File: config.mk
export PLATFORM = sky130hd
export DESIGN_NAME = sps_port
export DESIGN_NICKNAME = d
export VERILOG_FILES = /design/src/hw/sps_pkg.sv /design/src/hw/sps_port.sv
export SDC_FILE = /design/constraint.sdc
export NUM_CORES = 1
export LEC_CHECK = 0
export ABC_AREA = 1
export BUFFER_PORTS_ARGS = -buffer_cell sky130_fd_sc_hd__buf_2
export CORE_MARGIN = 8
export CORE_UTILIZATION = 50
export DETAILED_ROUTE_END_ITERATION = 8
export HOLD_SLACK_MARGIN = 0.05
export PLACE_DENSITY = 0.84
export SLEW_MARGIN = 20
export SYNTH_ARGS = -nofsm -noshare
export SYNTH_HDL_FRONTEND = slang
export SYNTH_SLANG_ARGS = --single-unit
export TNS_END_PERCENT = 30
File: constraint.sdc
create_clock -name hclk -period 3.75 [get_ports hclk]
set_input_delay 0.9375 -clock hclk [delete_from_list [all_inputs] [get_ports hclk]]
set_output_delay 0.9375 -clock hclk [all_outputs]
set_load 0.02 [all_outputs]
File: src/hw/sps_pkg.sv
// Shared constants of the byte-wide serial port block.
// Assumes a single 100 MHz clock and a 32-bit AHB-Lite register bus.
package sps_pkg;
    // ==========================================================
    // Register byte offsets
    localparam logic [7:0] OFF_CTRL  = 8'h00;
    localparam logic [7:0] OFF_FLAGS = 8'h04;
    localparam logic [7:0] OFF_DATA  = 8'h08;
    localparam logic [7:0] OFF_CFG   = 8'h0C;
    // ==========================================================
    // Control fields
    localparam int C_IE   = 7;
    localparam int C_EN   = 6;
    localparam int C_LSBF = 5;
    localparam int C_MASTER_ROLE_SELECT = 4;
    localparam int C_CLOCK_IDLE_POLARITY = 3;
    localparam int C_CLOCK_SAMPLE_PHASE = 2;
    // Flag fields
    localparam int F_DONE = 7;
    localparam int F_WRITE_COLLISION_FLAG = 6;
    localparam int F_DBL  = 0;
    // Pin configuration and global interrupt enable fields
    localparam int G_MISO_OUT = 0;
    localparam int G_SS_OUT   = 1;
    localparam int G_SS_VAL   = 2;
    localparam int G_GIE      = 3;
    // ==========================================================
    // Reset values
    localparam logic [7:0] RST_CTRL = 8'h00;
    localparam logic [3:0] RST_CFG  = 4'h4;
    // Edges per byte, minus one
    localparam logic [3:0] LAST_EDGE = 4'hF;
    // HTRANS encoding of a nonsequential transfer
    localparam logic [1:0] TR_NONSEQ = 2'h2;
endpackage

File: src/hw/sps_port.sv
// Byte-wide serial port, master or slave, behind an AHB-Lite slave.
// Assumes pins and bus synchronous to hclk; external pad logic
// resolves each pin from its _o and _oe signals.
//
// The implementer's own choices: the AHB-Lite slave port and the address map.
module sps_port (
    input  wire logic        hclk,
    input  wire logic        hresetn,
    input  wire logic        hsel,
    input  wire logic [7:0]  haddr,
    input  wire logic [1:0]  htrans,
    input  wire logic        hwrite,
    input  wire logic [2:0]  hsize,
    input  wire logic [31:0] hwdata,
    input  wire logic        hready,
    output logic             hreadyout,
    output logic             hresp,
    output logic [31:0]      hrdata,
    input  wire logic        vector_taken,
    output logic             irq_req,
    input  wire logic        sck_i,
    output logic             sck_o,
    output logic             sck_oe,
    input  wire logic        mosi_i,
    output logic             mosi_o,
    output logic             mosi_oe,
    input  wire logic        miso_i,
    output logic             miso_o,
    output logic             miso_oe,
    input  wire logic        ss_n_i,
    output logic             ss_n_o,
    output logic             ss_n_oe
);
    // ==========================================================
    // Helpers
    // Half SCK period in hclk cycles for {double, rate}
    function automatic logic [6:0] half_cycles(input logic [2:0] code);
        case (code)
            3'h0:    half_cycles = 7'h02;
            3'h1:    half_cycles = 7'h08;
            3'h2:    half_cycles = 7'h20;
            3'h3:    half_cycles = 7'h40;
            3'h4:    half_cycles = 7'h01;
            3'h5:    half_cycles = 7'h04;
            3'h6:    half_cycles = 7'h10;
            default: half_cycles = 7'h20;
        endcase
    endfunction

    // Shift one received bit in, honouring bit order
    function automatic logic [7:0] shift_in(input logic [7:0] v, input logic b,
                                            input logic lsbf);
        shift_in = lsbf ? {b, v[7:1]} : {v[6:0], b};
    endfunction

    // ==========================================================
    // State
    logic [7:0] ctrl_r;
    logic [3:0] cfg_r;
    logic       dbl_r;
    logic       done_r;
    logic       write_collision_flag_r;
    logic [7:0] rxbuf_r;
    logic [7:0] sh_r;
    logic       in_r;
    logic [3:0] edge_r;
    logic       busy_r;
    logic [6:0] div_r;
    logic       sck_r;
    logic       arm_done_r;
    logic       arm_write_collision_flag_r;
    logic       wr_pend_r;
    logic [7:0] wr_addr_r;
    logic       sck1_r, sck2_r, sck3_r;
    logic       mosi1_r, mosi2_r;
    logic       ss1_r, ss2_r;

    logic       en, master_role_select, clock_sample_phase, lsbf;
    logic       ss_in_mode, demote, slv_sel;
    logic       ev, m_ev, s_ev, din, samp, fin;
    logic       out_bit, in_prog;
    logic       acc, rd_acc, data_acc, data_wr, start;
    logic [7:0] fin_byte;

    assign en   = ctrl_r[sps_pkg::C_EN];
    assign master_role_select = ctrl_r[sps_pkg::C_MASTER_ROLE_SELECT];
    assign clock_sample_phase = ctrl_r[sps_pkg::C_CLOCK_SAMPLE_PHASE];
    assign lsbf = ctrl_r[sps_pkg::C_LSBF];

    // ==========================================================
    // Bus decode
    // Address-phase access and its side effects
    assign acc      = hsel && hready && (htrans == sps_pkg::TR_NONSEQ);
    assign rd_acc   = acc && !hwrite;
    assign data_acc = (acc && !hwrite && haddr == sps_pkg::OFF_DATA) ||
                      (wr_pend_r && wr_addr_r == sps_pkg::OFF_DATA);
    assign data_wr  = wr_pend_r && wr_addr_r == sps_pkg::OFF_DATA;

    // Capture write address phase; data lands next cycle
    always_ff @(posedge hclk or negedge hresetn) begin
        if (!hresetn) begin
            wr_pend_r <= 1'b0;
            wr_addr_r <= 8'h00;
        end else begin
            wr_pend_r <= acc && hwrite;
            wr_addr_r <= haddr;
        end
    end

    // Zero wait state, always OKAY
    always_ff @(posedge hclk or negedge hresetn) begin
        if (!hresetn) begin
            hreadyout <= 1'b0;
            hresp     <= 1'b0;
        end else begin
            hreadyout <= 1'b1;
            hresp     <= 1'b0;
        end
    end

    // Read data registered at the address phase
    always_ff @(posedge hclk or negedge hresetn) begin
        if (!hresetn) begin
            hrdata <= 32'h0000_0000;
        end else if (rd_acc) begin
            case (haddr)
                sps_pkg::OFF_CTRL:  hrdata <= {24'h00_0000, ctrl_r};
                sps_pkg::OFF_FLAGS: hrdata <= {24'h00_0000, done_r, write_collision_flag_r,
                                               5'h00, dbl_r};
                sps_pkg::OFF_DATA:  hrdata <= {24'h00_0000, rxbuf_r};
                sps_pkg::OFF_CFG:   hrdata <= {28'h000_0000, cfg_r};
                default:            hrdata <= 32'h0000_0000;
            endcase
        end
    end

    // ==========================================================
    // Software registers
    assign ss_in_mode = !cfg_r[sps_pkg::G_SS_OUT];
    assign demote     = en && master_role_select && ss_in_mode && !ss2_r;

    // Control; demotion beats a same-cycle write
    always_ff @(posedge hclk or negedge hresetn) begin
        if (!hresetn) begin
            ctrl_r <= sps_pkg::RST_CTRL;
        end else begin
            if (wr_pend_r && wr_addr_r == sps_pkg::OFF_CTRL)
                ctrl_r <= hwdata[7:0];
            if (demote)
                ctrl_r[sps_pkg::C_MASTER_ROLE_SELECT] <= 1'b0;
        end
    end

    // Pin configuration and double-rate bit
    always_ff @(posedge hclk or negedge hresetn) begin
        if (!hresetn) begin
            cfg_r <= sps_pkg::RST_CFG;
            dbl_r <= 1'b0;
        end else begin
            if (wr_pend_r && wr_addr_r == sps_pkg::OFF_CFG)
                cfg_r <= hwdata[3:0];
            if (wr_pend_r && wr_addr_r == sps_pkg::OFF_FLAGS)
                dbl_r <= hwdata[sps_pkg::F_DBL];
        end
    end

    // Status read arms the clear; data access fires it
    always_ff @(posedge hclk or negedge hresetn) begin
        if (!hresetn) begin
            arm_done_r <= 1'b0;
            arm_write_collision_flag_r <= 1'b0;
        end else if (rd_acc && haddr == sps_pkg::OFF_FLAGS) begin
            arm_done_r <= done_r || write_collision_flag_r;
            arm_write_collision_flag_r <= write_collision_flag_r;
        end else if (data_acc) begin
            arm_done_r <= 1'b0;
            arm_write_collision_flag_r <= 1'b0;
        end
    end

    // Done flag; a set in the clearing cycle wins
    always_ff @(posedge hclk or negedge hresetn) begin
        if (!hresetn) begin
            done_r <= 1'b0;
        end else if (fin || demote) begin
            done_r <= 1'b1;
        end else if (vector_taken || (data_acc && arm_done_r)) begin
            done_r <= 1'b0;
        end
    end

    // Collision flag
    always_ff @(posedge hclk or negedge hresetn) begin
        if (!hresetn) begin
            write_collision_flag_r <= 1'b0;
        end else if (data_wr && in_prog) begin
            write_collision_flag_r <= 1'b1;
        end else if (data_acc && arm_write_collision_flag_r) begin
            write_collision_flag_r <= 1'b0;
        end
    end

    // Interrupt request level
    always_ff @(posedge hclk or negedge hresetn) begin
        if (!hresetn) begin
            irq_req <= 1'b0;
        end else begin
            irq_req <= done_r && ctrl_r[sps_pkg::C_IE] && cfg_r[sps_pkg::G_GIE];
        end
    end

    // ==========================================================
    // Synchronisers for the slave side
    always_ff @(posedge hclk or negedge hresetn) begin
        if (!hresetn) begin
            sck1_r  <= 1'b0;
            sck2_r  <= 1'b0;
            sck3_r  <= 1'b0;
            mosi1_r <= 1'b0;
            mosi2_r <= 1'b0;
            ss1_r   <= 1'b1;
            ss2_r   <= 1'b1;
        end else begin
            sck1_r  <= sck_i;
            sck2_r  <= sck1_r;
            sck3_r  <= sck2_r;
            mosi1_r <= mosi_i;
            mosi2_r <= mosi1_r;
            ss1_r   <= ss_n_i;
            ss2_r   <= ss1_r;
        end
    end

    // ==========================================================
    // Shift engine, shared by both roles
    assign slv_sel = en && !master_role_select && !ss2_r;
    assign s_ev    = slv_sel && (sck2_r ^ sck3_r);
    assign m_ev    = busy_r && (div_r == half_cycles({dbl_r, ctrl_r[1:0]}) - 7'h01);
    assign ev      = master_role_select ? m_ev : s_ev;
    assign din     = master_role_select ? miso_i : mosi2_r;
    assign samp    = (edge_r[0] == clock_sample_phase);
    assign fin     = ev && edge_r == sps_pkg::LAST_EDGE;
    assign out_bit = lsbf ? sh_r[0] : sh_r[7];
    assign in_prog = master_role_select ? busy_r : (slv_sel && edge_r != 4'h0);
    assign start   = data_wr && !in_prog && en && master_role_select;
    assign fin_byte = clock_sample_phase ? shift_in(sh_r, din, lsbf) : shift_in(sh_r, in_r, lsbf);

    // Master divider and busy
    always_ff @(posedge hclk or negedge hresetn) begin
        if (!hresetn) begin
            busy_r <= 1'b0;
            div_r  <= 7'h00;
        end else if (demote || !en || !master_role_select) begin
            busy_r <= 1'b0;
            div_r  <= 7'h00;
        end else if (start) begin
            busy_r <= 1'b1;
            div_r  <= 7'h00;
        end else if (busy_r) begin
            div_r  <= m_ev ? 7'h00 : div_r + 7'h01;
            if (fin)
                busy_r <= 1'b0;
        end
    end

    // Edge counter, transmit shifter, sampled bit
    always_ff @(posedge hclk or negedge hresetn) begin
        if (!hresetn) begin
            edge_r <= 4'h0;
            sh_r   <= 8'h00;
            in_r   <= 1'b0;
        end else if (!en || demote || (!master_role_select && ss2_r)) begin
            edge_r <= 4'h0;
            in_r   <= 1'b0;
            if (data_wr)
                sh_r <= hwdata[7:0];
        end else if (data_wr && !in_prog) begin
            edge_r <= 4'h0;
            sh_r   <= hwdata[7:0];
        end else if (ev) begin
            edge_r <= edge_r + 4'h1;
            if (samp)
                in_r <= din;
            else if (!(clock_sample_phase && edge_r == 4'h0))
                sh_r <= shift_in(sh_r, in_r, lsbf); // Never on a sample edge, so mosi holds
        end
    end

    // Receive buffer loads only when a byte completes
    always_ff @(posedge hclk or negedge hresetn) begin
        if (!hresetn) begin
            rxbuf_r <= 8'h00;
        end else if (fin) begin
            rxbuf_r <= fin_byte;
        end
    end

    // Master SCK level; returns to idle after 16 toggles
    always_ff @(posedge hclk or negedge hresetn) begin
        if (!hresetn) begin
            sck_r <= 1'b0;
        end else if (!busy_r) begin
            sck_r <= ctrl_r[sps_pkg::C_CLOCK_IDLE_POLARITY];
        end else if (m_ev) begin
            sck_r <= !sck_r;
        end
    end

    // ==========================================================
    // Pin drivers; every enable is a flop
    always_ff @(posedge hclk or negedge hresetn) begin
        if (!hresetn) begin
            sck_o   <= 1'b0;
            sck_oe  <= 1'b0;
            mosi_o  <= 1'b0;
            mosi_oe <= 1'b0;
            miso_o  <= 1'b0;
            miso_oe <= 1'b0;
            ss_n_o  <= 1'b1;
            ss_n_oe <= 1'b0;
        end else begin
            sck_o   <= busy_r ? sck_r : ctrl_r[sps_pkg::C_CLOCK_IDLE_POLARITY];
            sck_oe  <= en && master_role_select && !demote;
            mosi_o  <= out_bit;
            mosi_oe <= en && master_role_select && !demote;
            miso_o  <= out_bit;
            miso_oe <= slv_sel && cfg_r[sps_pkg::G_MISO_OUT];
            // Select pin is an output only while G_SS_OUT is set and the port is not an enabled slave
            ss_n_o  <= cfg_r[sps_pkg::G_SS_VAL];
            ss_n_oe <= cfg_r[sps_pkg::G_SS_OUT] && !(en && !master_role_select);
        end
    end

    // ==========================================================
    // Checks
    a_write_collision_flag_on_busy: assert property (@(posedge hclk) disable iff (!hresetn)
        (data_wr && in_prog) |=> write_collision_flag_r)
        else $error("collision flag not set");

    a_ss_reset: assert property (@(posedge hclk) disable iff (!hresetn)
        (!master_role_select && ss2_r) |=> edge_r == 4'h0)
        else $error("slave logic not reset on deselect");

    a_demote_role: assert property (@(posedge hclk) disable iff (!hresetn)
        demote |=> !master_role_select && done_r && !sck_oe)
        else $error("demotion incomplete");

    a_passive_miso: assert property (@(posedge hclk) disable iff (!hresetn)
        (!master_role_select && ss2_r) |=> !miso_oe)
        else $error("passive slave drives miso");

    a_irq_gate: assert property (@(posedge hclk) disable iff (!hresetn)
        irq_req == $past(done_r && ctrl_r[sps_pkg::C_IE] && cfg_r[sps_pkg::G_GIE]))
        else $error("interrupt request mismatch");

    a_done_fin: assert property (@(posedge hclk) disable iff (!hresetn)
        fin |=> done_r && rxbuf_r == $past(fin_byte))
        else $error("byte completion not flagged");

    a_fast_byte: assert property (@(posedge hclk) disable iff (!hresetn)
        (start && !demote && dbl_r && ctrl_r[1:0] == 2'h0) |=> edge_r == 4'h0 ##15 fin ##1 !busy_r)
        else $error("double rate byte not 16 cycles");

    a_idle_clock: assert property (@(posedge hclk) disable iff (!hresetn)
        !busy_r |=> sck_o == $past(ctrl_r[sps_pkg::C_CLOCK_IDLE_POLARITY]))
        else $error("clock not at idle level");

    a_disabled: assert property (@(posedge hclk) disable iff (!hresetn)
        !en |=> !sck_oe && !mosi_oe && !miso_oe && !busy_r)
        else $error("disabled port active");

    a_slow_rate: assert property (@(posedge hclk) disable iff (!hresetn)
        (busy_r && m_ev && !dbl_r && ctrl_r[1:0] == 2'h0 && !fin) |=> !m_ev ##1 m_ev)
        else $error("divide by four half period wrong");
endmodule

==> impl_metrics.csv, run 1 <==
group,metric,value,unit
floorplanning,fp.dieW,107.4,µm
job,maxCapViolations,0,
timing,worst_pin_slew,945.7,ps
grt,antenna_found_initial,0,
final_layout,nNetsFinal,595,
critical_path,cpMaxStageDelayCell,"dfrtp_1",
routing,via_count,3262,
clock_network,cts_resized,0,
routing,wl_per_cell,14.11,µm
critical_path,timing.critical_path.mode_cell,"nand2_1",
routing,postRouteAntennaNets,0,
clock_network,cts_tree,"yes",
clock_network,post-cts-setup-buffer-count,0,
critical_path,worstSetupPathType,"flop to flop",
floorplanning,rows,33,
grt,grt_pass1_vias,3226,
clock_network,clkLatencyLatePin,360,ps
timing,fin_tns_setup,0,ps
critical_path,crit_start,"ctrl_r[1]",
synthesis,synth_top_area_share,44.98,%
synthesis,yosysTopAreaCell,"dfrtp_1",
critical_path,required,4000,ps
critical_path,r2r_start,"ctrl_r[1]",
min_path,whs_path_depth,0,
placed_design,hpwl,6891,µm
clock_network,cts.clk_slew.worst_paths,70,ps
synthesis,yosys_register_bits,79,
timing,hold_violations,0,
final_layout,multiInputGateArea,1803,µm²
synthesis,yosys-top-cells-area,"dfrtp_1 45%, nand2_1 13%, buf_4 5.2%, inv_1 4.0%, o21ai_0 3.5%",
synthesis,syn_inst,493,
timing,fin_skew,6.943,ps
critical_path,max_stage_delay,540,ps
power_and_ir_drop,power_density,400.8,nW/µm²
grt,grt_overflow_total,0,
placed_design,gp_congestion,0.8764,
clock_network,clock_sinks,79,
clock_network,htreeDepth,3,
final_layout,num_antenna_cells,0,
synthesis,synth_cell_types,42,
critical_path,cp_cell_sequence,"nor2_4, nand2_2, ha_1, inv_1, nand2_1, nand2_1, nand2_1, nand2_1, nand2_2, nor2_4, nand4_4, nand3_2, nand3_2, nand2_1, nand2_1",
min_path,hp-start,"mosi1_r",
routing,drt_iter0_drc,225,
min_path,min_path_type,"flop to flop",
grt,grt_pass1_wl,14970,µm
critical_path,cp_data_arrival_time,2680,ps
routing,avgViaCountPerCell,5.050,
floorplanning,pin_count,98,
critical_path,path_max_fanout,11,
power_and_ir_drop,leakagePower,2.365,nW
timing,finalSetupViolations,0,
routing,route.detailed.drc,0,
critical_path,reg2regPathDepth,15,
timing,period_needed,2429,ps
critical_path,r2r_setup_slack,1320,ps
grt,grt_max_degree,80,
synthesis,syn_avg_cell_area,8.464,µm²
timing,max_freq,0.4117,GHz
routing,drt_pass1_iterations,4,
final_layout,n_fill_cell,720,
critical_path,startpoint_type,"flop",
placed_design,port_buffers,45,
grt,track_usage,16.27,%
power_and_ir_drop,irDropWorstVdd,0.1851,mV
final_layout,seqCellArea,1982,µm²
timing,maxSlewHeadroom,36.95,%
clock_network,numCtsBuffers,9,
clock_network,cts_max_path_buffers,2,
synthesis,ys_warn_count,0,
outcome,outcome,"completed",
timing,period_share,64.78,%
timing,rsz0062_at_grt,"no",
timing,slew_viol_final,0,
synthesis,yosysSeqAreaShare,47.50,%
critical_path,endpoint_kind,"flop",
floorplanning,die_area,11530,µm²
floorplanning,core,8134,µm²
final_layout,area_growth,9.265,%
routing,finalWirelength,9116,µm
synthesis,synthesis.area,4173,µm²
min_path,whs_endpoint,"mosi2_r",
critical_path,r2r_end,"sh_r[1]",
power_and_ir_drop,power,1.827,mW
clock_network,cts-root-buf,"clkbuf_8",
floorplanning,initial_core_util,51.30,%
clock_network,holdBufCountCts,0,
floorplanning,die_h,107.4,µm
final_layout,layout-drive-gt1-share,20.15,%
-- critical path: cells and delay by family (launching register included) --
kind | cells | cell delay [ps]
buffers and inverters | 1 | 100
DFF | 1 | 540
adders and majority gates | 1 | 280
and+or+nand+nor | 13 | 1410
-- cells in the mapped netlist, drive strengths merged --
library cell  count
conb              2
dfstp             4
o21a              1
o22ai             3
a311oi            1
or2               1
xor2              6
a32oi             1
mux2i             5
nand2           155
nor2             32
a21oi             8
clkbuf            3
a211oi            1
and3              1
o211ai            2
nand3            22
a31oi             2
mux2              2
ha                4
buf              34
nand3b            1
inv              52
nand4            16
o21ai            50
nor3              9
dfrtp            75
-- cell usage in the layout (no fill, tap or decap), types with 8 or more instances in the layout --
| master | count |
|---|---|
| nand2_2 | 8 |
| buf_2 | 44 |
| o21ai_0 | 29 |
| inv_1 | 45 |
| conb_1 | 26 |
| a21oi_1 | 8 |
| nand3_1 | 19 |
| clkbuf_8 | 10 |
| nand2_1 | 144 |
| dfrtp_1 | 75 |
| o21ai_1 | 8 |
| o21ai_2 | 13 |
| nand4_1 | 15 |
| nor2_1 | 25 |
-- flip-flops by register name, summed over array words and instances (netlist names), 4 cells and up --
register / flops
hrdata: 8
wr_addr_r: 8
sh_r: 8
cfg_r: 4
rxbuf_r: 8
ctrl_r: 8
edge_r: 4
div_r: 7
-- metrics by stage --
step | instance area, µm² | setup WS [ps] | util (%) | cells | hold WS [ps]
6_report | 4559 | 1321 | 56.05 | 646 | 351.2
5_1_grt | 4559 | 1113 | 56.05 | 646 | 355.0
4_1_cts | 4559 | 1306 | 56.05 | 646 | 352.0
3_5_place_dp | 4344 | 1235 | 53.41 | 630 | 334.7
3_3_place_gp | 4344 | 1261 | 53.41 | 630 | 334.8
2_1_floorplan | 4263 | 1613 | - | 517 | 331.2
-- final cells by class --
| cell class | count | share of cell area, % |
|---|---|---|
| Sequential cell | 79 | 43.47 |
| Clock buffer | 12 | 3.183 |
| Inverter | 52 | 4.391 |
| Timing Repair Buffer | 45 | 4.995 |
| Clock inverter | 4 | 1.537 |
| Tap cell | 105 | 2.881 |
| Multi-Input combinational cell | 349 | 39.54 |
-- metal layers --
layer	global-route usage, %	vias up	wire length [µm]
met4	6.046	0	130
met2	25.38	131	3964
met5	0	-	0
met1	20.50	1488	4129
met3	5.449	12	891
li1	-	1631	-
-- power breakdown --
part           total, mW  leakage [nW]  internal [mW]  switching [mW]
logic              0.211          1.29         0.0598           0.152
registers          0.927         0.960          0.895          0.0317
clock network      0.689         0.110          0.391           0.298
-- worst max-delay path by stage --
stage	endpoint	slack [ps]	cells after the start
4_1_cts	sh_r[1]	1310	15
5_1_grt	sh_r[3]	1110	15
3_3_place_gp	done_r	1260	10
3_5_place_dp	done_r	1230	10
6_report	sh_r[1]	1320	15
2_1_floorplan	done_r	1610	9
-- logic make-up (layout without fill, tap and decap cells) --
group | Yosys count | after routing | synth area share, %
buffers and inverters | 89 | 113 | 11.45
flip-flops | 79 | 79 | 47.50
adder cells (fa/ha/maj) | 4 | 4 | 1.199
multiplexers | 7 | 7 | 1.739
AND/OR/NAND/NOR | 237 | 237 | 26.66
XOR/XNOR | 6 | 6 | 1.259
AO/OA/AOI/OAI | 69 | 69 | 10.02
other | 2 | 26 | 0.1800
Note: power is estimated with default switching activity, not from simulation.
==> run 2, diff against run 1 <==
Clock period 3.75 ns to 2.5 ns, I/O delays scaled along.
==> impl_metrics.csv, run 2 (synthesized netlist as in run 1, its figures left out) <==
group,metric,value,unit
timing,finalSetupViolations,0,
floorplanning,initial_core_util,51.30,%
clock_network,cts-root-buf,"clkbuf_8",
grt,track_usage,16.68,%
power_and_ir_drop,p_seq_share,54.2,%
timing,holdWs,219.1,ps
timing,worst_pin_slew,523.0,ps
routing,via_count,3396,
min_path,min_path_type,"input pin to async pin",
critical_path,worstSetupPathType,"flop to flop",
critical_path,cp_data_arrival_time,2450,ps
placed_design,dp_worst_setup_slack,315.3,ps
final_layout,nNetsFinal,599,
placed_design,gp_congestion,0.8855,
power_and_ir_drop,power_frac_clock,33.2,%
power_and_ir_drop,power.internal,1.827,mW
timing,rsz0062_at_grt,"no",
timing,period_share,88.37,%
critical_path,path_max_fanout,18,
routing,drt_pass1_iterations,4,
power_and_ir_drop,switchingPower,739.3,µW
timing,fin_tns_setup,0,ps
timing,fin_ws,290.7,ps
floorplanning,fp.dieW,107.4,µm
critical_path,startpoint_type,"flop",
floorplanning,die_area,11530,µm²
final_layout,final_cell_mix,"144 x nand2_1, 75 x dfrtp_1, 45 x inv_1",
timing,slew_viol_final,0,
routing,wl_per_cell,14.36,µm
final_layout,n_fill_cell,729,
clock_network,cts_tree,"yes",
placed_design,hpwl,7049,µm
clock_network,clock_sinks,79,
clock_network,cts.clk_slew.worst_paths,80,ps
clock_network,cts_resized,0,
clock_network,cts_max_path_buffers,2,
power_and_ir_drop,power_density,562.3,nW/µm²
final_layout,seqCellArea,1982,µm²
outcome,outcome,"completed",
grt,grt_overflow_total,0,
critical_path,required,2740,ps
power_and_ir_drop,irDropWorstVdd,0.3231,mV
final_layout,multiInputGateArea,1803,µm²
placed_design,placed_cells,634,
floorplanning,core,8134,µm²
timing,max_freq,0.4526,GHz
clock_network,clkLatencyLatePin,360,ps
power_and_ir_drop,comb_power_share,12.6,%
grt,grt_pass1_vias,3244,
floorplanning,rows,33,
critical_path,crit_buf_inv,2,
critical_path,cpMaxStageDelayCell,"dfrtp_1",
routing,postRouteAntennaNets,0,
timing,fin_skew,11.29,ps
critical_path,cp_top_family,"simple AND/OR/NAND/NOR gates",
clock_network,post-cts-setup-buffer-count,0,
timing,maxSlewHeadroom,65.13,%
routing,route.detailed.drc,0,
critical_path,endpoint_kind,"flop",
clock_network,holdBufCountCts,0,
final_layout,area_growth,9.355,%
floorplanning,pin_count,98,
timing,period_needed,2209,ps
routing,finalWirelength,9336,µm
grt,grt_pass1_wl,15210,µm
placed_design,port_buffers,45,
critical_path,max_stage_delay,480,ps
final_layout,layout-drive-gt1-share,20.73,%
routing,avgViaCountPerCell,5.225,
critical_path,cp_cell_sequence,"inv_2, nand2_1, ha_1, inv_1, nand2_1, nand2_1, nand2_1, nand2_1, nand2_2, nor2_4, nand4_4, nand2_4, nand2_4, nand2_1, o21ai_2",
final_layout,instances_no_fill,650,
critical_path,timing.critical_path.mode_cell,"nand2_1",
job,maxCapViolations,0,
power_and_ir_drop,leakagePower,2.356,nW
final_layout,layout_commonest_cell,"nand2_1",
clock_network,numCtsBuffers,9,
grt,antenna_found_initial,0,
floorplanning,die_h,107.4,µm
timing,hold_violations,0,
grt,grt_max_degree,44,
clock_network,htreeDepth,3,
power_and_ir_drop,swShare,28.81,%
routing,drt_iter0_drc,270,
final_layout,num_antenna_cells,0,
[run 2: layout make-up]
class	instances	area share [%]
sequential	79	43.43
multi-input combinational	349	39.51
timing repair buffer	49	5.923
inverter	52	4.387
clock buffer	12	3.181
tap	105	2.879
clock inverter	4	0.6855
[run 2: final timing paths]
kind	from	endpoint	slack, ps	cells past startpoint
max	dbl_r	rxbuf_r[3]	290	15
min	hresetn	div_r[1]	220	1
max reg2reg	dbl_r	rxbuf_r[3]	290	15
min reg2reg	mosi1_r	mosi2_r	350	0
max in group asynchronous	hresetn	cfg_r[2]	1600	2
min in group hclk	mosi1_r	mosi2_r	350	0
[run 2: metrics by stage]
stage | power (mW) | util (%) | instance area (µm²)
2_1_floorplan | 1.651 | - | 4263
3_3_place_gp | 1.724 | 53.93 | 4387
3_5_place_dp | 1.734 | 53.93 | 4387
4_1_cts | 2.583 | 56.10 | 4563
5_1_grt | 2.692 | 56.10 | 4563
6_report | 2.566 | 56.10 | 4563
[run 2: power by group through the flow]
stage               clock network [mW]  logic [mW]  registers (mW)
finish                           0.852       0.324            1.39
global route                     0.936       0.359            1.40
CTS                              0.873       0.323            1.39
detailed placement                   0       0.321            1.41
global placement                     0       0.314            1.41
floorplan                            0       0.241            1.41
[run 2: routing by layer]
layer | vias to the layer above | track usage [%] | part of all wire [%]
li1 | 1639 | - | -
met1 | 1590 | 21.14 | 43
met2 | 149 | 25.46 | 45
met3 | 18 | 5.689 | 10
met4 | 0 | 6.938 | 1.8
met5 | - | 0 | 0
==> run 3, diff against run 2 <==
Settings changed: CELL_PAD_IN_SITES_DETAIL_PLACEMENT set to 0, CELL_PAD_IN_SITES_GLOBAL_PLACEMENT set to 1, CORE_UTILIZATION 50 to 40, PLACE_DENSITY 0.84 to 0.89.
==> impl_metrics.csv, run 3 (synthesized netlist as in run 1, its figures left out) <==
group,metric,value,unit
outcome,outcome,"completed",
power_and_ir_drop,irDropWorstVdd,0.2937,mV
clock_network,htreeDepth,3,
routing,finalWirelength,9553,µm
critical_path,path_max_fanout,18,
power_and_ir_drop,power_density,592.9,nW/µm²
placed_design,dp_worst_setup_slack,307.7,ps
routing,drt_pass1_iterations,5,
clock_network,holdBufCountCts,0,
final_layout,instances_no_fill,683,
timing,slew_viol_final,0,
final_layout,layout_commonest_cell,"nand2_1",
critical_path,worstSetupPathType,"flop to flop",
clock_network,cts_max_path_buffers,2,
grt,grt_max_degree,45,
timing,finalSetupViolations,0,
floorplanning,core,10230,µm²
routing,wl_per_cell,13.99,µm
clock_network,post-cts-setup-buffer-count,0,
placed_design,placed_cells,667,
final_layout,n_fill_cell,1022,
final_layout,final_cell_mix,"144 x nand2_1, 75 x dfrtp_1, 45 x inv_1",
final_layout,nNetsFinal,601,
placed_design,hpwl,7443,µm
job,maxCapViolations,0,
routing,route.detailed.drc,0,
final_layout,layout-drive-gt1-share,21.21,%
floorplanning,fp.dieW,118.1,µm
critical_path,crit_buf_inv,2,
clock_network,cts_tree,"yes",
floorplanning,initial_core_util,40.79,%
routing,avgViaCountPerCell,4.846,
power_and_ir_drop,leakagePower,2.397,nW
clock_network,clkLatencyLatePin,350,ps
grt,grt_overflow_total,0,
min_path,min_path_type,"input pin to async pin",
grt,grt_pass1_wl,16300,µm
timing,max_freq,0.4498,GHz
critical_path,required,2730,ps
final_layout,area_growth,11.75,%
critical_path,cp_cell_sequence,"inv_2, nand2_1, ha_1, inv_1, nand2_1, nand2_1, nand2_1, nand2_1, nand2_2, nor2_4, nand4_4, nand2_4, nand2_4, nand2_1, o21ai_2",
routing,drt_iter0_drc,168,
floorplanning,die_h,118.1,µm
timing,period_needed,2223,ps
critical_path,max_stage_delay,490,ps
timing,fin_tns_setup,0,ps
grt,antenna_found_initial,0,
critical_path,timing.critical_path.mode_cell,"nand2_1",
timing,fin_ws,276.8,ps
clock_network,numCtsBuffers,9,
routing,via_count,3310,
placed_design,port_buffers,45,
clock_network,cts.clk_slew.worst_paths,80,ps
critical_path,endpoint_kind,"flop",
floorplanning,die_area,13960,µm²
clock_network,cts-root-buf,"clkbuf_8",
grt,grt_pass1_vias,3335,
critical_path,startpoint_type,"flop",
grt,track_usage,14.29,%
timing,rsz0062_at_grt,"no",
timing,period_share,88.93,%
timing,hold_violations,0,
routing,postRouteAntennaNets,0,
clock_network,clock_sinks,79,
clock_network,cts_resized,0,
placed_design,gp_congestion,0.8926,
timing,fin_skew,6.115,ps
final_layout,num_antenna_cells,0,
critical_path,cpMaxStageDelayCell,"dfrtp_1",
floorplanning,pin_count,98,
critical_path,cp_data_arrival_time,2460,ps
critical_path,cp_top_family,"simple AND/OR/NAND/NOR gates",
floorplanning,rows,37,
==> run 3: through the flow <==
stage | hold slack [ps] | util, % | total power, mW | instance area, µm²
6_report | 221.2 | 45.58 | 2.765 | 4663
5_1_grt | 245.3 | 45.58 | 2.899 | 4663
4_1_cts | 230.5 | 45.58 | 2.795 | 4663
3_5_place_dp | 336.2 | 43.40 | 1.738 | 4441
3_3_place_gp | 333.9 | 43.40 | 1.730 | 4441
2_1_floorplan | 329.4 | - | 1.651 | 4263
==> run 3: per-layer routing <==
layer	wire length, µm	share of wire, %	vias up	track usage (%)
met3	459	4.8	20	3.522
met5	0	0	-	0
met1	4162	44	1556	17.34
met2	4616	48	95	23.34
li1	-	-	1639	-
met4	314	3.3	0	7.046
==> run 3: layout make-up <==
type	instances	area, µm²	area share, %
multi-input cells	349	1803	38.66
clock buffers	11	141.4	3.032
inverters	52	200.2	4.293
flip-flops and latches	79	1982	42.50
clock inverters	5	81.33	1.744
repair buffers	51	285.3	6.118
well taps	136	170.2	3.649
==> run 3: path summary, 6_finish.rpt <==
| path | startpoint | endpoint | slack [ps] | cells past startpoint |
|---|---|---|---|---|
| max | dbl_r | rxbuf_r[1] | 280 | 15 |
| min | hresetn | hreadyout | 220 | 1 |
| max reg2reg | dbl_r | rxbuf_r[1] | 280 | 15 |
| min reg2reg | sck1_r | sck2_r | 350 | 0 |
| max in group asynchronous | hresetn | cfg_r[2] | 1610 | 2 |
| min in group hclk | sck1_r | sck2_r | 350 | 0 |
==> run 3: where the power goes <==
group	switching [mW]	internal, mW
logic	0.227	0.0952
clock network	0.462	0.590
registers	0.0483	1.34
==> run 3: worst reg2reg max path: stages, from the launching register on <==
cell and delay (ps):
dfrtp_1 490, inv_2 140, nand2_1 70, ha_1 270, inv_1 100, nand2_1 50, nand2_1 60, nand2_1 40
nand2_1 70, nand2_2 70, nor2_4 140, nand4_4 120, nand2_4 120, nand2_4 170, nand2_1 140, o21ai_2 60
